===== src/hdl/cpc_pkg.sv =====
package cpc_pkg;
    // clock rate
    localparam int CLK_MHZ = 200;
    // axi byte address width
    localparam int AXI_AW = 14;
    // register indexes, byte address is four times the index
    localparam logic [11:0] CMD_IDX = 12'h860;
    localparam logic [11:0] MASK_IDX = 12'h8b2;
    localparam logic [11:0] MODE_IDX = 12'h8b4;
    localparam logic [11:0] CHAN_BASE_IDX = 12'h880;
    localparam logic [11:0] CHAN_SPAN = 12'h030;
    // per-channel register offsets inside one channel set
    localparam logic [3:0] CH_CFG_OFS = 4'h2;
    localparam logic [3:0] CH_PMODE_OFS = 4'h4;
    localparam logic [3:0] CH_SYNC_OFS = 4'h6;
    localparam logic [3:0] CH_EVT_OFS = 4'h8;
    localparam logic [3:0] CH_EVM_OFS = 4'ha;
    localparam logic [3:0] CH_LSTAT_OFS = 4'hc;
    // command byte sits on data bits 15:8
    localparam int CMD_LANE_LSB = 8;
    localparam int CMD_RST_BIT = 7;
    localparam int CMD_SPC_BIT = 6;
    localparam int CMD_OPC_LSB = 4;
    localparam int CMD_CH_LSB = 1;
    localparam int CMD_SEM_BIT = 0;
    localparam logic [7:0] CMD_KEEP_MASK = 8'hf7;
    // reset values
    localparam logic [7:0] CMD_RST_VAL = 8'h00;
    localparam logic [15:0] MASK_RST_VAL = 16'h0000;
    localparam logic [15:0] MODE_RST_VAL = 16'h0000;
    localparam logic [15:0] CHAN_RST_VAL = 16'h0000;
    // mode register fields
    localparam int MODE_FORCE_TX_ZERO_BIT = 15;
    localparam int MODE_SHAPE_BIT = 14;
    localparam int MODE_DIAG_LSB = 12;
    localparam int MODE_SEL_LSB = 0;
    localparam logic [1:0] IFACE_SPECIAL = 2'h3;
    // channel codes
    localparam logic [1:0] CH_RESERVED = 2'h3;
    localparam logic [1:0] CH_SPECIAL = 2'h2;
    // axi responses
    localparam logic [1:0] RESP_OKAY = 2'h0;
    localparam logic [1:0] RESP_DECERR = 2'h3;
    // command timing
    localparam int CMD_EXEC_NS = 50;
    localparam int CMD_EXEC_CYC = (CMD_EXEC_NS * CLK_MHZ + 999) / 1000;
    localparam int RST_SEQ_NS = 100;
    localparam int RST_SEQ_CYC = (RST_SEQ_NS * CLK_MHZ + 999) / 1000;

    // command opcodes
    typedef enum logic [1:0] {
        OPC_STOP_TX = 2'h0,
        OPC_RESTART_TX = 2'h1,
        OPC_ENTER_HUNT = 2'h2,
        OPC_RESET_RX_BCS = 2'h3
    } cpc_opcode_t;

    // diagnostic modes
    typedef enum logic [1:0] {
        DIAG_NORMAL = 2'h0,
        DIAG_ECHO = 2'h1,
        DIAG_INT_LOOP = 2'h2,
        DIAG_LOOP_CTRL = 2'h3
    } cpc_diag_t;

    // processor command byte
    typedef struct packed {
        logic rst;
        logic special_iface_cmd_select;
        cpc_opcode_t opcode;
        logic rsvd;
        logic [1:0] target_channel;
        logic command_semaphore;
    } cpc_cmd_t;

    // one-cycle per-channel command strobes
    typedef struct packed {
        logic [2:0] stop_tx;
        logic [2:0] restart_tx;
        logic [2:0] enter_hunt;
        logic [2:0] reset_rx_bcs;
    } cpc_chan_cmd_t;

    // special-interface command strobe
    typedef struct packed {
        logic valid;
        cpc_opcode_t opcode;
    } cpc_special_t;

    // decoded serial interface configuration
    typedef struct packed {
        logic force_tx_zero;
        logic sync_pulse_shape;
        logic diag_echo;
        logic diag_int_loop;
        logic diag_loop_ctrl;
        logic [1:0] iface_sel;
        logic [15:0] bit_mask;
    } cpc_if_cfg_t;

    // line status of the three channels
    typedef logic [2:0][7:0] cpc_lstat_t;

    // address decode result
    typedef enum logic [2:0] {
        AK_NONE, AK_CMD, AK_MASK, AK_MODE, AK_CHAN, AK_LSTAT
    } cpc_akind_t;

    typedef struct packed {
        cpc_akind_t kind;
        logic [1:0] ch;
        logic [3:0] sub;
    } cpc_adec_t;
endpackage


===== src/hdl/cpc_top.sv =====
// Function
// - command byte at 0x860 upper lane
// - software sets semaphore, device clears when done
// - reset bit requests reset, device clears it
// - special select reinterprets opcode as interface command
// - opcode and channel decode to strobes
// - one shared command, mask, mode set
// - 16-bit interface mode register at 0x8b4
// - mode bit 15 forces transmit data zero when interface select is special
// - mode bit 14 selects sync pulse shape
// - diagnostic field decodes four modes
`timescale 1ns/1ps
module cpc_top (
    // clock, reset, enable
    input wire logic aclk,
    input wire logic aresetn,
    input wire logic ce,
    // axi4-lite write address
    input wire logic [cpc_pkg::AXI_AW-1:0] s_axi_awaddr,
    input wire logic s_axi_awvalid,
    output logic s_axi_awready,
    // axi4-lite write data
    input wire logic [31:0] s_axi_wdata,
    input wire logic [3:0] s_axi_wstrb,
    input wire logic s_axi_wvalid,
    output logic s_axi_wready,
    // axi4-lite write response
    output logic [1:0] s_axi_bresp,
    output logic s_axi_bvalid,
    input wire logic s_axi_bready,
    // axi4-lite read address
    input wire logic [cpc_pkg::AXI_AW-1:0] s_axi_araddr,
    input wire logic s_axi_arvalid,
    output logic s_axi_arready,
    // axi4-lite read data
    output logic [31:0] s_axi_rdata,
    output logic [1:0] s_axi_rresp,
    output logic s_axi_rvalid,
    input wire logic s_axi_rready,
    // channel status in
    input cpc_pkg::cpc_lstat_t chan_line_status,
    // layer-1 transmit path
    input wire logic layer1_tx_in,
    output logic layer1_tx_data,
    // serial interface configuration out
    output cpc_pkg::cpc_if_cfg_t if_cfg,
    // command results
    output cpc_pkg::cpc_chan_cmd_t chan_cmd,
    output cpc_pkg::cpc_special_t special_cmd,
    output logic soft_reset,
    output logic cmd_busy
);
    import cpc_pkg::*;

    // all state of the register slave
    typedef struct packed {
        logic aw_held;
        logic [AXI_AW-1:0] aw_addr;
        logic w_held;
        logic [31:0] w_data;
        logic [3:0] w_strb;
        logic bvalid;
        logic [1:0] bresp;
        logic rpend;
        logic [AXI_AW-1:0] ar_addr;
        logic rvalid;
        logic [1:0] rresp;
        logic [31:0] rdata;
        cpc_cmd_t cmd;
        logic start;
        logic [15:0] mask;
        logic [15:0] mode;
        logic l1;
    } cpc_top_st_t;

    localparam cpc_top_st_t ST_RST = '{
        cmd: cpc_cmd_t'(CMD_RST_VAL),
        mask: MASK_RST_VAL,
        mode: MODE_RST_VAL,
        default: '0
    };

    cpc_top_st_t s_q, s_d;

    // byte address to register kind, channel and offset
    function automatic cpc_adec_t addr_decode(
        input logic [AXI_AW-1:0] a
    );
        cpc_adec_t r;
        logic [11:0] idx;
        logic [11:0] rel;
        idx = a[AXI_AW-1:2];
        rel = idx - CHAN_BASE_IDX;
        r.kind = AK_NONE;
        r.ch = rel[5:4];
        r.sub = rel[3:0];
        if (idx == CMD_IDX) begin
            r.kind = AK_CMD;
        end else if (idx == MASK_IDX) begin
            r.kind = AK_MASK;
        end else if (idx == MODE_IDX) begin
            r.kind = AK_MODE;
        end else if (idx >= CHAN_BASE_IDX && rel < CHAN_SPAN) begin
            // per-channel set, offset picks the register
            if (r.sub == CH_LSTAT_OFS) begin
                r.kind = AK_LSTAT;
            end else if (r.sub == CH_CFG_OFS || r.sub == CH_PMODE_OFS ||
                         r.sub == CH_SYNC_OFS || r.sub == CH_EVT_OFS ||
                         r.sub == CH_EVM_OFS) begin
                r.kind = AK_CHAN;
            end
        end
        return r;
    endfunction

    // channel register word address
    function automatic logic [4:0] mem_addr(input cpc_adec_t d);
        return {d.ch, d.sub[3:1]};
    endfunction

    // merge a 16-bit register with two byte lanes
    function automatic logic [15:0] merge16(
        input logic [15:0] old,
        input logic [15:0] nw,
        input logic [1:0] be
    );
        logic [15:0] r;
        r = old;
        if (be[0]) begin
            r[7:0] = nw[7:0];
        end
        if (be[1]) begin
            r[15:8] = nw[15:8];
        end
        return r;
    endfunction

    // decodes of pending write and read
    cpc_adec_t wdec;
    cpc_adec_t rdec;
    cpc_adec_t ardec;
    // write ready to perform
    logic do_write;
    // channel memory port
    logic mem_we;
    logic mem_re;
    logic [15:0] mem_rdata;
    // executor completion
    logic ex_done;
    // incoming command byte
    cpc_cmd_t wcmd;

    assign wdec = addr_decode(s_q.aw_addr);
    assign rdec = addr_decode(s_q.ar_addr);
    assign ardec = addr_decode(s_axi_araddr);
    assign wcmd = cpc_cmd_t'(s_q.w_data[CMD_LANE_LSB +: 8] & CMD_KEEP_MASK);

    // handshake readies, frozen with the clock enable
    assign s_axi_awready = ce && !s_q.aw_held && !s_q.bvalid;
    assign s_axi_wready = ce && !s_q.w_held && !s_q.bvalid;
    assign s_axi_arready = ce && !s_q.rpend && !s_q.rvalid;
    assign do_write = s_q.aw_held && s_q.w_held && !s_q.bvalid;
    assign mem_we = ce && do_write && wdec.kind == AK_CHAN;
    assign mem_re = s_axi_arvalid && s_axi_arready;

    // next-state logic of the slave and its registers
    always_comb begin
        s_d = s_q;
        if (ce) begin
            s_d.start = 1'b0;
            // address and data captured in either order
            if (s_axi_awvalid && s_axi_awready) begin
                s_d.aw_held = 1'b1;
                s_d.aw_addr = s_axi_awaddr;
            end
            if (s_axi_wvalid && s_axi_wready) begin
                s_d.w_held = 1'b1;
                s_d.w_data = s_axi_wdata;
                s_d.w_strb = s_axi_wstrb;
            end
            if (s_q.bvalid && s_axi_bready) begin
                s_d.bvalid = 1'b0;
            end
            // perform a write once both halves are in
            if (do_write) begin
                s_d.aw_held = 1'b0;
                s_d.w_held = 1'b0;
                s_d.bvalid = 1'b1;
                s_d.bresp = RESP_OKAY;
                unique case (wdec.kind)
                    AK_CMD: begin
                        if (!s_q.cmd.command_semaphore && s_q.w_strb[1]) begin
                            s_d.cmd = wcmd;
                            s_d.start = wcmd.command_semaphore;
                        end
                    end
                    AK_MASK: begin
                        s_d.mask = merge16(s_q.mask, s_q.w_data[15:0],
                                           s_q.w_strb[1:0]);
                    end
                    AK_MODE: begin
                        s_d.mode = merge16(s_q.mode, s_q.w_data[15:0],
                                           s_q.w_strb[1:0]);
                    end
                    AK_CHAN: begin
                        // stored by the channel memory
                    end
                    AK_LSTAT: begin
                        // read-only, write ignored
                    end
                    AK_NONE: begin
                        s_d.bresp = RESP_DECERR;
                    end
                endcase
            end
            // read request, data follows next cycle
            if (mem_re) begin
                s_d.rpend = 1'b1;
                s_d.ar_addr = s_axi_araddr;
            end
            if (s_q.rvalid && s_axi_rready) begin
                s_d.rvalid = 1'b0;
            end
            if (s_q.rpend) begin
                s_d.rpend = 1'b0;
                s_d.rvalid = 1'b1;
                s_d.rresp = RESP_OKAY;
                s_d.rdata = 32'h0000_0000;
                unique case (rdec.kind)
                    AK_CMD: s_d.rdata[CMD_LANE_LSB +: 8] = s_q.cmd;
                    AK_MASK: s_d.rdata[15:0] = s_q.mask;
                    AK_MODE: s_d.rdata[15:0] = s_q.mode;
                    AK_CHAN: begin
                        // event and mask registers are 8 bits wide
                        if (rdec.sub == CH_EVT_OFS || rdec.sub == CH_EVM_OFS) begin
                            s_d.rdata[7:0] = mem_rdata[7:0];
                        end else begin
                            s_d.rdata[15:0] = mem_rdata;
                        end
                    end
                    AK_LSTAT: s_d.rdata[7:0] = chan_line_status[rdec.ch];
                    AK_NONE: s_d.rresp = RESP_DECERR;
                endcase
            end
            if (ex_done) begin
                s_d.cmd.command_semaphore = 1'b0;
                // reset bit cleared, mask and mode reinitialised
                if (s_q.cmd.rst) begin
                    s_d.cmd.rst = 1'b0;
                    s_d.mask = MASK_RST_VAL;
                    s_d.mode = MODE_RST_VAL;
                end
            end
            // force transmit zero in special mode
            s_d.l1 = layer1_tx_in && !if_cfg.force_tx_zero;
        end
    end

    // state register with synchronous reset
    always_ff @(posedge aclk) begin
        if (!aresetn) begin
            s_q <= ST_RST;
        end else begin
            s_q <= s_d;
        end
    end

    // one shared configuration from mode and mask
    always_comb begin
        if_cfg = '0;
        if_cfg.bit_mask = s_q.mask;
        if_cfg.iface_sel = s_q.mode[MODE_SEL_LSB +: 2];
        if_cfg.force_tx_zero = s_q.mode[MODE_FORCE_TX_ZERO_BIT] &&
                               if_cfg.iface_sel == IFACE_SPECIAL;
        if_cfg.sync_pulse_shape = s_q.mode[MODE_SHAPE_BIT];
        unique case (cpc_diag_t'(s_q.mode[MODE_DIAG_LSB +: 2]))
            DIAG_NORMAL: begin
                // normal operation
            end
            DIAG_ECHO: if_cfg.diag_echo = 1'b1;
            DIAG_INT_LOOP: if_cfg.diag_int_loop = 1'b1;
            DIAG_LOOP_CTRL: if_cfg.diag_loop_ctrl = 1'b1;
        endcase
    end

    // per-channel register storage
    cpc_chan_regs #(
        .W(16),
        .AW(5)
    ) u_chan_regs (
        .aclk(aclk),
        .aresetn(aresetn),
        .ce(ce),
        .we(mem_we),
        .waddr(mem_addr(wdec)),
        .wdata(s_q.w_data[15:0]),
        .wbe(s_q.w_strb[1:0]),
        .re(mem_re),
        .raddr(mem_addr(ardec)),
        .rdata(mem_rdata)
    );

    // command executor, reads the held command byte
    cpc_cmd_exec #(
        .EXEC_CYC(CMD_EXEC_CYC),
        .RST_CYC(RST_SEQ_CYC)
    ) u_exec (
        .aclk(aclk),
        .aresetn(aresetn),
        .ce(ce),
        .start(s_q.start),
        .cmd(s_q.cmd),
        .done(ex_done),
        .chan_cmd(chan_cmd),
        .special(special_cmd),
        .soft_reset(soft_reset)
    );

    // axi outputs from registers
    assign s_axi_bvalid = s_q.bvalid;
    assign s_axi_bresp = s_q.bresp;
    assign s_axi_rvalid = s_q.rvalid;
    assign s_axi_rresp = s_q.rresp;
    assign s_axi_rdata = s_q.rdata;
    assign layer1_tx_data = s_q.l1;
    assign cmd_busy = s_q.cmd.command_semaphore;
endmodule


===== src/hdl/cpc_chan_regs.sv =====
`timescale 1ns/1ps
module cpc_chan_regs #(
    parameter int W = 16,
    parameter int AW = 5
) (
    // clock, reset, enable
    input wire logic aclk,
    input wire logic aresetn,
    input wire logic ce,
    // write port with byte enables
    input wire logic we,
    input wire logic [AW-1:0] waddr,
    input wire logic [W-1:0] wdata,
    input wire logic [1:0] wbe,
    // read port, data one cycle later
    input wire logic re,
    input wire logic [AW-1:0] raddr,
    output logic [W-1:0] rdata
);
    import cpc_pkg::*;

    // whole memory state
    typedef struct packed {
        logic [(1<<AW)-1:0][W-1:0] mem;
        logic [W-1:0] rd;
    } cpc_mem_st_t;

    cpc_mem_st_t s_q, s_d;

    // next state: lane-wise write, registered read
    always_comb begin
        s_d = s_q;
        if (ce) begin
            for (int b = 0; b < 2; b++) begin
                if (we && wbe[b]) begin
                    s_d.mem[waddr][b*8 +: 8] = wdata[b*8 +: 8];
                end
            end
            if (re) begin
                s_d.rd = s_q.mem[raddr];
            end
        end
    end

    // state register
    always_ff @(posedge aclk) begin
        if (!aresetn) begin
            s_q <= '{mem: {(1<<AW){CHAN_RST_VAL}}, rd: '0};
        end else begin
            s_q <= s_d;
        end
    end

    assign rdata = s_q.rd;
endmodule


===== src/hdl/cpc_cmd_exec.sv =====
`timescale 1ns/1ps
module cpc_cmd_exec #(
    parameter int EXEC_CYC = cpc_pkg::CMD_EXEC_CYC,
    parameter int RST_CYC = cpc_pkg::RST_SEQ_CYC
) (
    // clock, reset, enable
    input wire logic aclk,
    input wire logic aresetn,
    input wire logic ce,
    // command in
    input wire logic start,
    input cpc_pkg::cpc_cmd_t cmd,
    // results
    output logic done,
    output cpc_pkg::cpc_chan_cmd_t chan_cmd,
    output cpc_pkg::cpc_special_t special,
    output logic soft_reset
);
    import cpc_pkg::*;

    typedef enum logic [1:0] {EX_IDLE, EX_RUN, EX_RESET} cpc_ex_st_t;

    // executor state
    typedef struct packed {
        cpc_ex_st_t st;
        logic [15:0] cnt;
        logic done;
        cpc_chan_cmd_t chan;
        cpc_special_t spc;
        logic srst;
    } cpc_ex_t;

    cpc_ex_t s_q, s_d;

    // sequencing of one command
    always_comb begin
        s_d = s_q;
        if (ce) begin
            s_d.done = 1'b0;
            s_d.chan = '0;
            s_d.spc = '0;
            s_d.srst = 1'b0;
            unique case (s_q.st)
                EX_IDLE: begin
                    if (start && cmd.rst) begin
                        s_d.st = EX_RESET;
                        s_d.cnt = 16'(RST_CYC - 1);
                    end else if (start) begin
                        s_d.st = EX_RUN;
                        s_d.cnt = 16'(EXEC_CYC - 1);
                    end
                end
                EX_RUN: begin
                    if (s_q.cnt == 16'h0000) begin
                        s_d.st = EX_IDLE;
                        s_d.done = 1'b1;
                        if (cmd.special_iface_cmd_select) begin
                            s_d.spc.valid = 1'b1;
                            s_d.spc.opcode = cmd.opcode;
                        end else begin
                            for (int i = 0; i < 3; i++) begin
                                if (cmd.target_channel == 2'(i)) begin
                                    unique case (cmd.opcode)
                                        OPC_STOP_TX: s_d.chan.stop_tx[i] = 1'b1;
                                        OPC_RESTART_TX:
                                            s_d.chan.restart_tx[i] = 1'b1;
                                        OPC_ENTER_HUNT:
                                            s_d.chan.enter_hunt[i] = 1'b1;
                                        OPC_RESET_RX_BCS:
                                            s_d.chan.reset_rx_bcs[i] = 1'b1;
                                    endcase
                                end
                            end
                        end
                    end else begin
                        s_d.cnt = s_q.cnt - 16'h0001;
                    end
                end
                EX_RESET: begin
                    if (s_q.cnt == 16'h0000) begin
                        s_d.st = EX_IDLE;
                        s_d.done = 1'b1;
                        s_d.srst = 1'b1;
                    end else begin
                        s_d.cnt = s_q.cnt - 16'h0001;
                    end
                end
            endcase
        end
    end

    // state register
    always_ff @(posedge aclk) begin
        if (!aresetn) begin
            s_q <= '{st: EX_IDLE, default: '0};
        end else begin
            s_q <= s_d;
        end
    end

    assign done = s_q.done;
    assign chan_cmd = s_q.chan;
    assign special = s_q.spc;
    assign soft_reset = s_q.srst;
endmodule


===== config.mk =====
export PLATFORM = sky130hd
export DESIGN_NAME = cpc_top
export DESIGN_NICKNAME = d
export VERILOG_FILES = /design/src/hdl/cpc_pkg.sv /design/src/hdl/cpc_top.sv /design/src/hdl/cpc_chan_regs.sv /design/src/hdl/cpc_cmd_exec.sv
export SDC_FILE = /design/constraint.sdc
export NUM_CORES = 1
export LEC_CHECK = 0
export BUFFER_PORTS_ARGS = -buffer_cell sky130_fd_sc_hd__buf_2
export CAP_MARGIN = 20
export CORE_ASPECT_RATIO = 1.25
export CORE_MARGIN = 5
export CORE_UTILIZATION = 35
export DETAILED_ROUTE_END_ITERATION = 16
export HOLD_SLACK_MARGIN = 0.1
export MAX_ROUTING_LAYER = met4
export SYNTH_ARGS = -nofsm -noshare
export SYNTH_HDL_FRONTEND = slang
export SYNTH_HIERARCHICAL = 1
export SYNTH_SLANG_ARGS = --single-unit

===== constraint.sdc =====
create_clock -name aclk -period 8.1 [get_ports aclk]
set_input_delay 0.405 -clock aclk [delete_from_list [all_inputs] [get_ports aclk]]
set_output_delay 0.405 -clock aclk [all_outputs]
set_load 0.02 [all_outputs]

==> impl_metrics.py <==
metrics = {
    "pwr": {
        "powerDensity_nw_per_um2": 198,
        "p_leak_nw": 12.2,
        "max-vdd-ir-drop_uv": 156,
    },
    "global_routing": {
        "use_met3": 0.0223,
        "grt_max_degree": 244,
        "grt.overflow.total": 0,
        "antenna_found_initial": 0,
        "grt_use_met1": 0.244,
        "grt_pass1_vias": 25400,
        "grt_pass1_wl_um": 149000,
        "grt.total_usage": 0.193,
        "gr-usage-met2": 0.328,
        "busiest_layer": "met2",
    },
    "drt": {
        "dr.pass1.iters": 5,
        "drc": 0,
        "vias": 27000,
        "wl_um": 96800,
        "viasPerCell": 5.50,
        "ant_nets": 0,
        "drt_iter0_drc": 2656,
        "wire_per_inst_um": 19.7,
    },
    "min_path": {
        "hold_class": "in -> reg",
    },
    "critical_path": {
        "crit_family": "simple AND/OR/NAND/NOR gates",
        "crit_end": "u_chan_regs/s_q[74]",
        "worstSetupStartpoint": "s_q[141]",
        "crit_buf_inv": 2,
        "critical_path_class": "reg -> reg",
        "cp-start-kind": "register",
        "ff2ff_path_depth": 13,
        "cpMaxStageDelayCell": "nor2_1",
        "r2r_setup_slack_ns": 4.13,
        "reg2reg_to": "u_chan_regs/s_q[74]",
        "worstPathRequired_ns": 8.63,
        "reg2reg_from": "s_q[141]",
        "worstPathMaxFanout": 55,
        "path_cells": "inv_1 > ha_1 > xor2_1 > nor3_1 > nand4_1 > a21oi_1 > and2_1 > and3_1 > nand3_2 > buf_4 > nor2_1 > nand2_1 > a21boi_1",
        "critPathCaptureType": "register",
        "cp.depth": 13,
        "cp.arrival_ns": 4.50,
        "slowest_delay_ns": 0.67,
    },
    "floorplan": {
        "fp-row-count": 123,
        "pin_count": 179,
        "dieArea_um2": 97300,
        "die_width_um": 280,
        "core_area_um2": 90200,
        "initial_utilization": 0.354,
        "die_h_um": 348,
    },
    "sta": {
        "finalMaxSlewViolations": 0,
        "fmax_mhz": 252,
        "final.setup.tns_ns": 0,
        "fin_crit_ns": 3.97,
        "relSlewSlack": 0.264,
        "hold_viol": 0,
        "fin_worst_skew_ns": 0.0158,
        "setup-violations-final": 0,
        "tightest_slew_ns": 1.10,
        "rsz0062_at_grt": "no",
        "period_share": 0.490,
    },
    "logic_synthesis": {
        "synth-main-ff-cell": "dfxtp_1",
        "synthArstFlopShare": 0,
        "yosys-top-cells-area": "dfxtp_1 (42%), a21boi_1 (12%), mux2i_1 (9.0%), nand2_1 (7.8%), a22oi_1 (4.3%)",
        "yosys_warnings": 6,
        "synth_cell_types": 81,
        "yosysMostFrequentCell": "dfxtp_1",
        "ys_seq_area_frac": 0.420,
        "synth-edff-count": 0,
        "ys_ff_latch": 669,
        "synth_top_area_share": 0.420,
        "syn_inst": 3786,
        "avgSynthCellArea_um2": 8.43,
        "synthesis.area_um2": 31900,
        "yosysTopAreaCell": "dfxtp_1",
        "synth_common_cells": "dfxtp_1 (669), nand2_1 (663), a21boi_1 (496), mux2i_1 (287), clkbuf_1 (266)",
    },
    "clock_tree": {
        "clock_tree.root_cell": "clkbuf_16",
        "cts.sinks": 669,
        "path_clk_slew_ns": 0.07,
        "worst_skew_pair.late_latency_ns": 0.61,
        "htreeDepth": 3,
        "cts_max_path_buffers": 3,
        "cts_tree": "built",
        "cts_made_buffers": 66,
        "cts_setup_buffers": 0,
    },
    "layout": {
        "area_growth_pct": 10.1,
        "fin_util": 0.390,
        "nNetsFinal": 3790,
        "fillers": 9174,
        "final_layout_size_suffix_gt1_frac": 0.0903,
        "antenna_cells": 0,
    },
    "placement": {
        "dp_hpwl_um": 57400,
        "place.gp.congestion": 0.831,
        "numPortBuffers": 140,
    },
    "status": {
        "status": "finished, final reports clean",
    },
    "job": {
        "drv_cap": 0,
    },
}
cells in the final DEF, fill, tap and decap left out, types with 5 or more instances in the layout:
master	instances
nor4_1	5
nor2_1	100
and3_1	9
a31oi_1	7
buf_2	138
dlygate4sd3_1	37
inv_1	14
ha_1	7
nand2b_1	9
and2_1	12
clkbuf_16	71
xnor2_1	5
o21ai_0	221
buf_4	48
nand2_1	658
a221oi_1	15
dfxtp_1	662
a21boi_0	45
a21oi_1	99
dfxtp_2	7
clkinv_2	5
conb_1	16
a22oi_1	182
nand2_2	5
mux2i_1	287
nor3_1	12
nand3_1	126
a21boi_1	496
clkbuf_1	18
o21ai_1	213
nand4_1	6
clkbuf_8	12
nor2b_1	66
or4_1	20
state kept, by name (all words and copies together), names as in the netlist, 3 cells and up:
signal and count:
if_cfg 19, s_axi_rdata 16, s_q 65, u_chan_regs/rdata 16, u_chan_regs/s_q 512, u_exec/chan_cmd 12, u_exec/s_q 18, u_exec/special 3
per-stage QoR:
| step | setup WS [ns] | hold WS (ns) | total power, W | cells | cell area, um^2 |
|---|---|---|---|---|---|
| after floorplan | 5.36 | 0.426 | 0.00372 | 3801 | 32000 |
| after global placement | 4.19 | 0.430 | 0.00386 | 4766 | 32600 |
| after detailed placement | 4.15 | 0.438 | 0.00386 | 4767 | 32600 |
| after CTS | 4.11 | 0.103 | 0.00700 | 4917 | 35100 |
| after global routing | 3.82 | 0.132 | 0.00716 | 4918 | 35100 |
| final | 4.13 | 0.135 | 0.00694 | 4918 | 35100 |
worst reg2reg max path: stages (launching register included):
cell and delay [ns]:
dfxtp_1 0.46, inv_1 0.11, ha_1 0.23, xor2_1 0.15
nor3_1 0.16, nand4_1 0.14, a21oi_1 0.13, and2_1 0.17
and3_1 0.33, nand3_2 0.48, buf_4 0.54, nor2_1 0.70
nand2_1 0.12, a21boi_1 0.17
timing repair:
action / CTS / global route
hold endpoints to repair: 37 / 0
gates resized for setup: 0 / 0
hold buffers: 37 / 0
power breakdown:
part	leakage (nW)	internal (W)	switching [W]
Sequential	5.40	0.00331	0.0000448
Combinational	5.77	0.000165	0.000295
Clock	1.05	0.00181	0.00133
routing by layer:
metal  vias to the layer above  wire length (um)  part of all wire
met4                         0              2330             0.024
met5                         -                 0                 0
met3                       132              4950             0.051
met1                     13200             42000              0.43
met2                       738             47500              0.49
li1                      13000                 -                 -
logic make-up after synthesis:
kind of cell	after synthesis	share of synthesized area
DFF	669	0.420
AOI/OAI and AO/OA	1304	0.266
muxes	287	0.0900
other	1	0.000118
adders and majority gates	7	0.00274
and+or+nand+nor	1083	0.153
buffers and inverters	428	0.0668
xor gates and xnor gates	7	0.00192
how the worst min path moves through the flow:
stage,start,to,depth (start not counted)
detailed placement,s_axi_rdata[14],s_axi_rdata[14],2
CTS,s_axi_araddr[5],s_q[82],3
global route,s_axi_araddr[5],s_q[82],3
floorplan,s_axi_rdata[0],s_axi_rdata[0],2
global placement,s_axi_rdata[4],s_axi_rdata[4],2
finish,s_axi_araddr[4],s_q[81],3
area by class of cell:
class,instances,area [um^2],share of cell area
flip-flops and latches,669,13400,0.381
clock inverters,12,148,0.00420
multi-input cells,2704,16500,0.470
inverters,16,60.1,0.00171
clock buffers,101,2010,0.0572
well taps,1187,1490,0.0423
repair buffers,229,1520,0.0432
No activity file was read; power rests on OpenSTA's default activity.
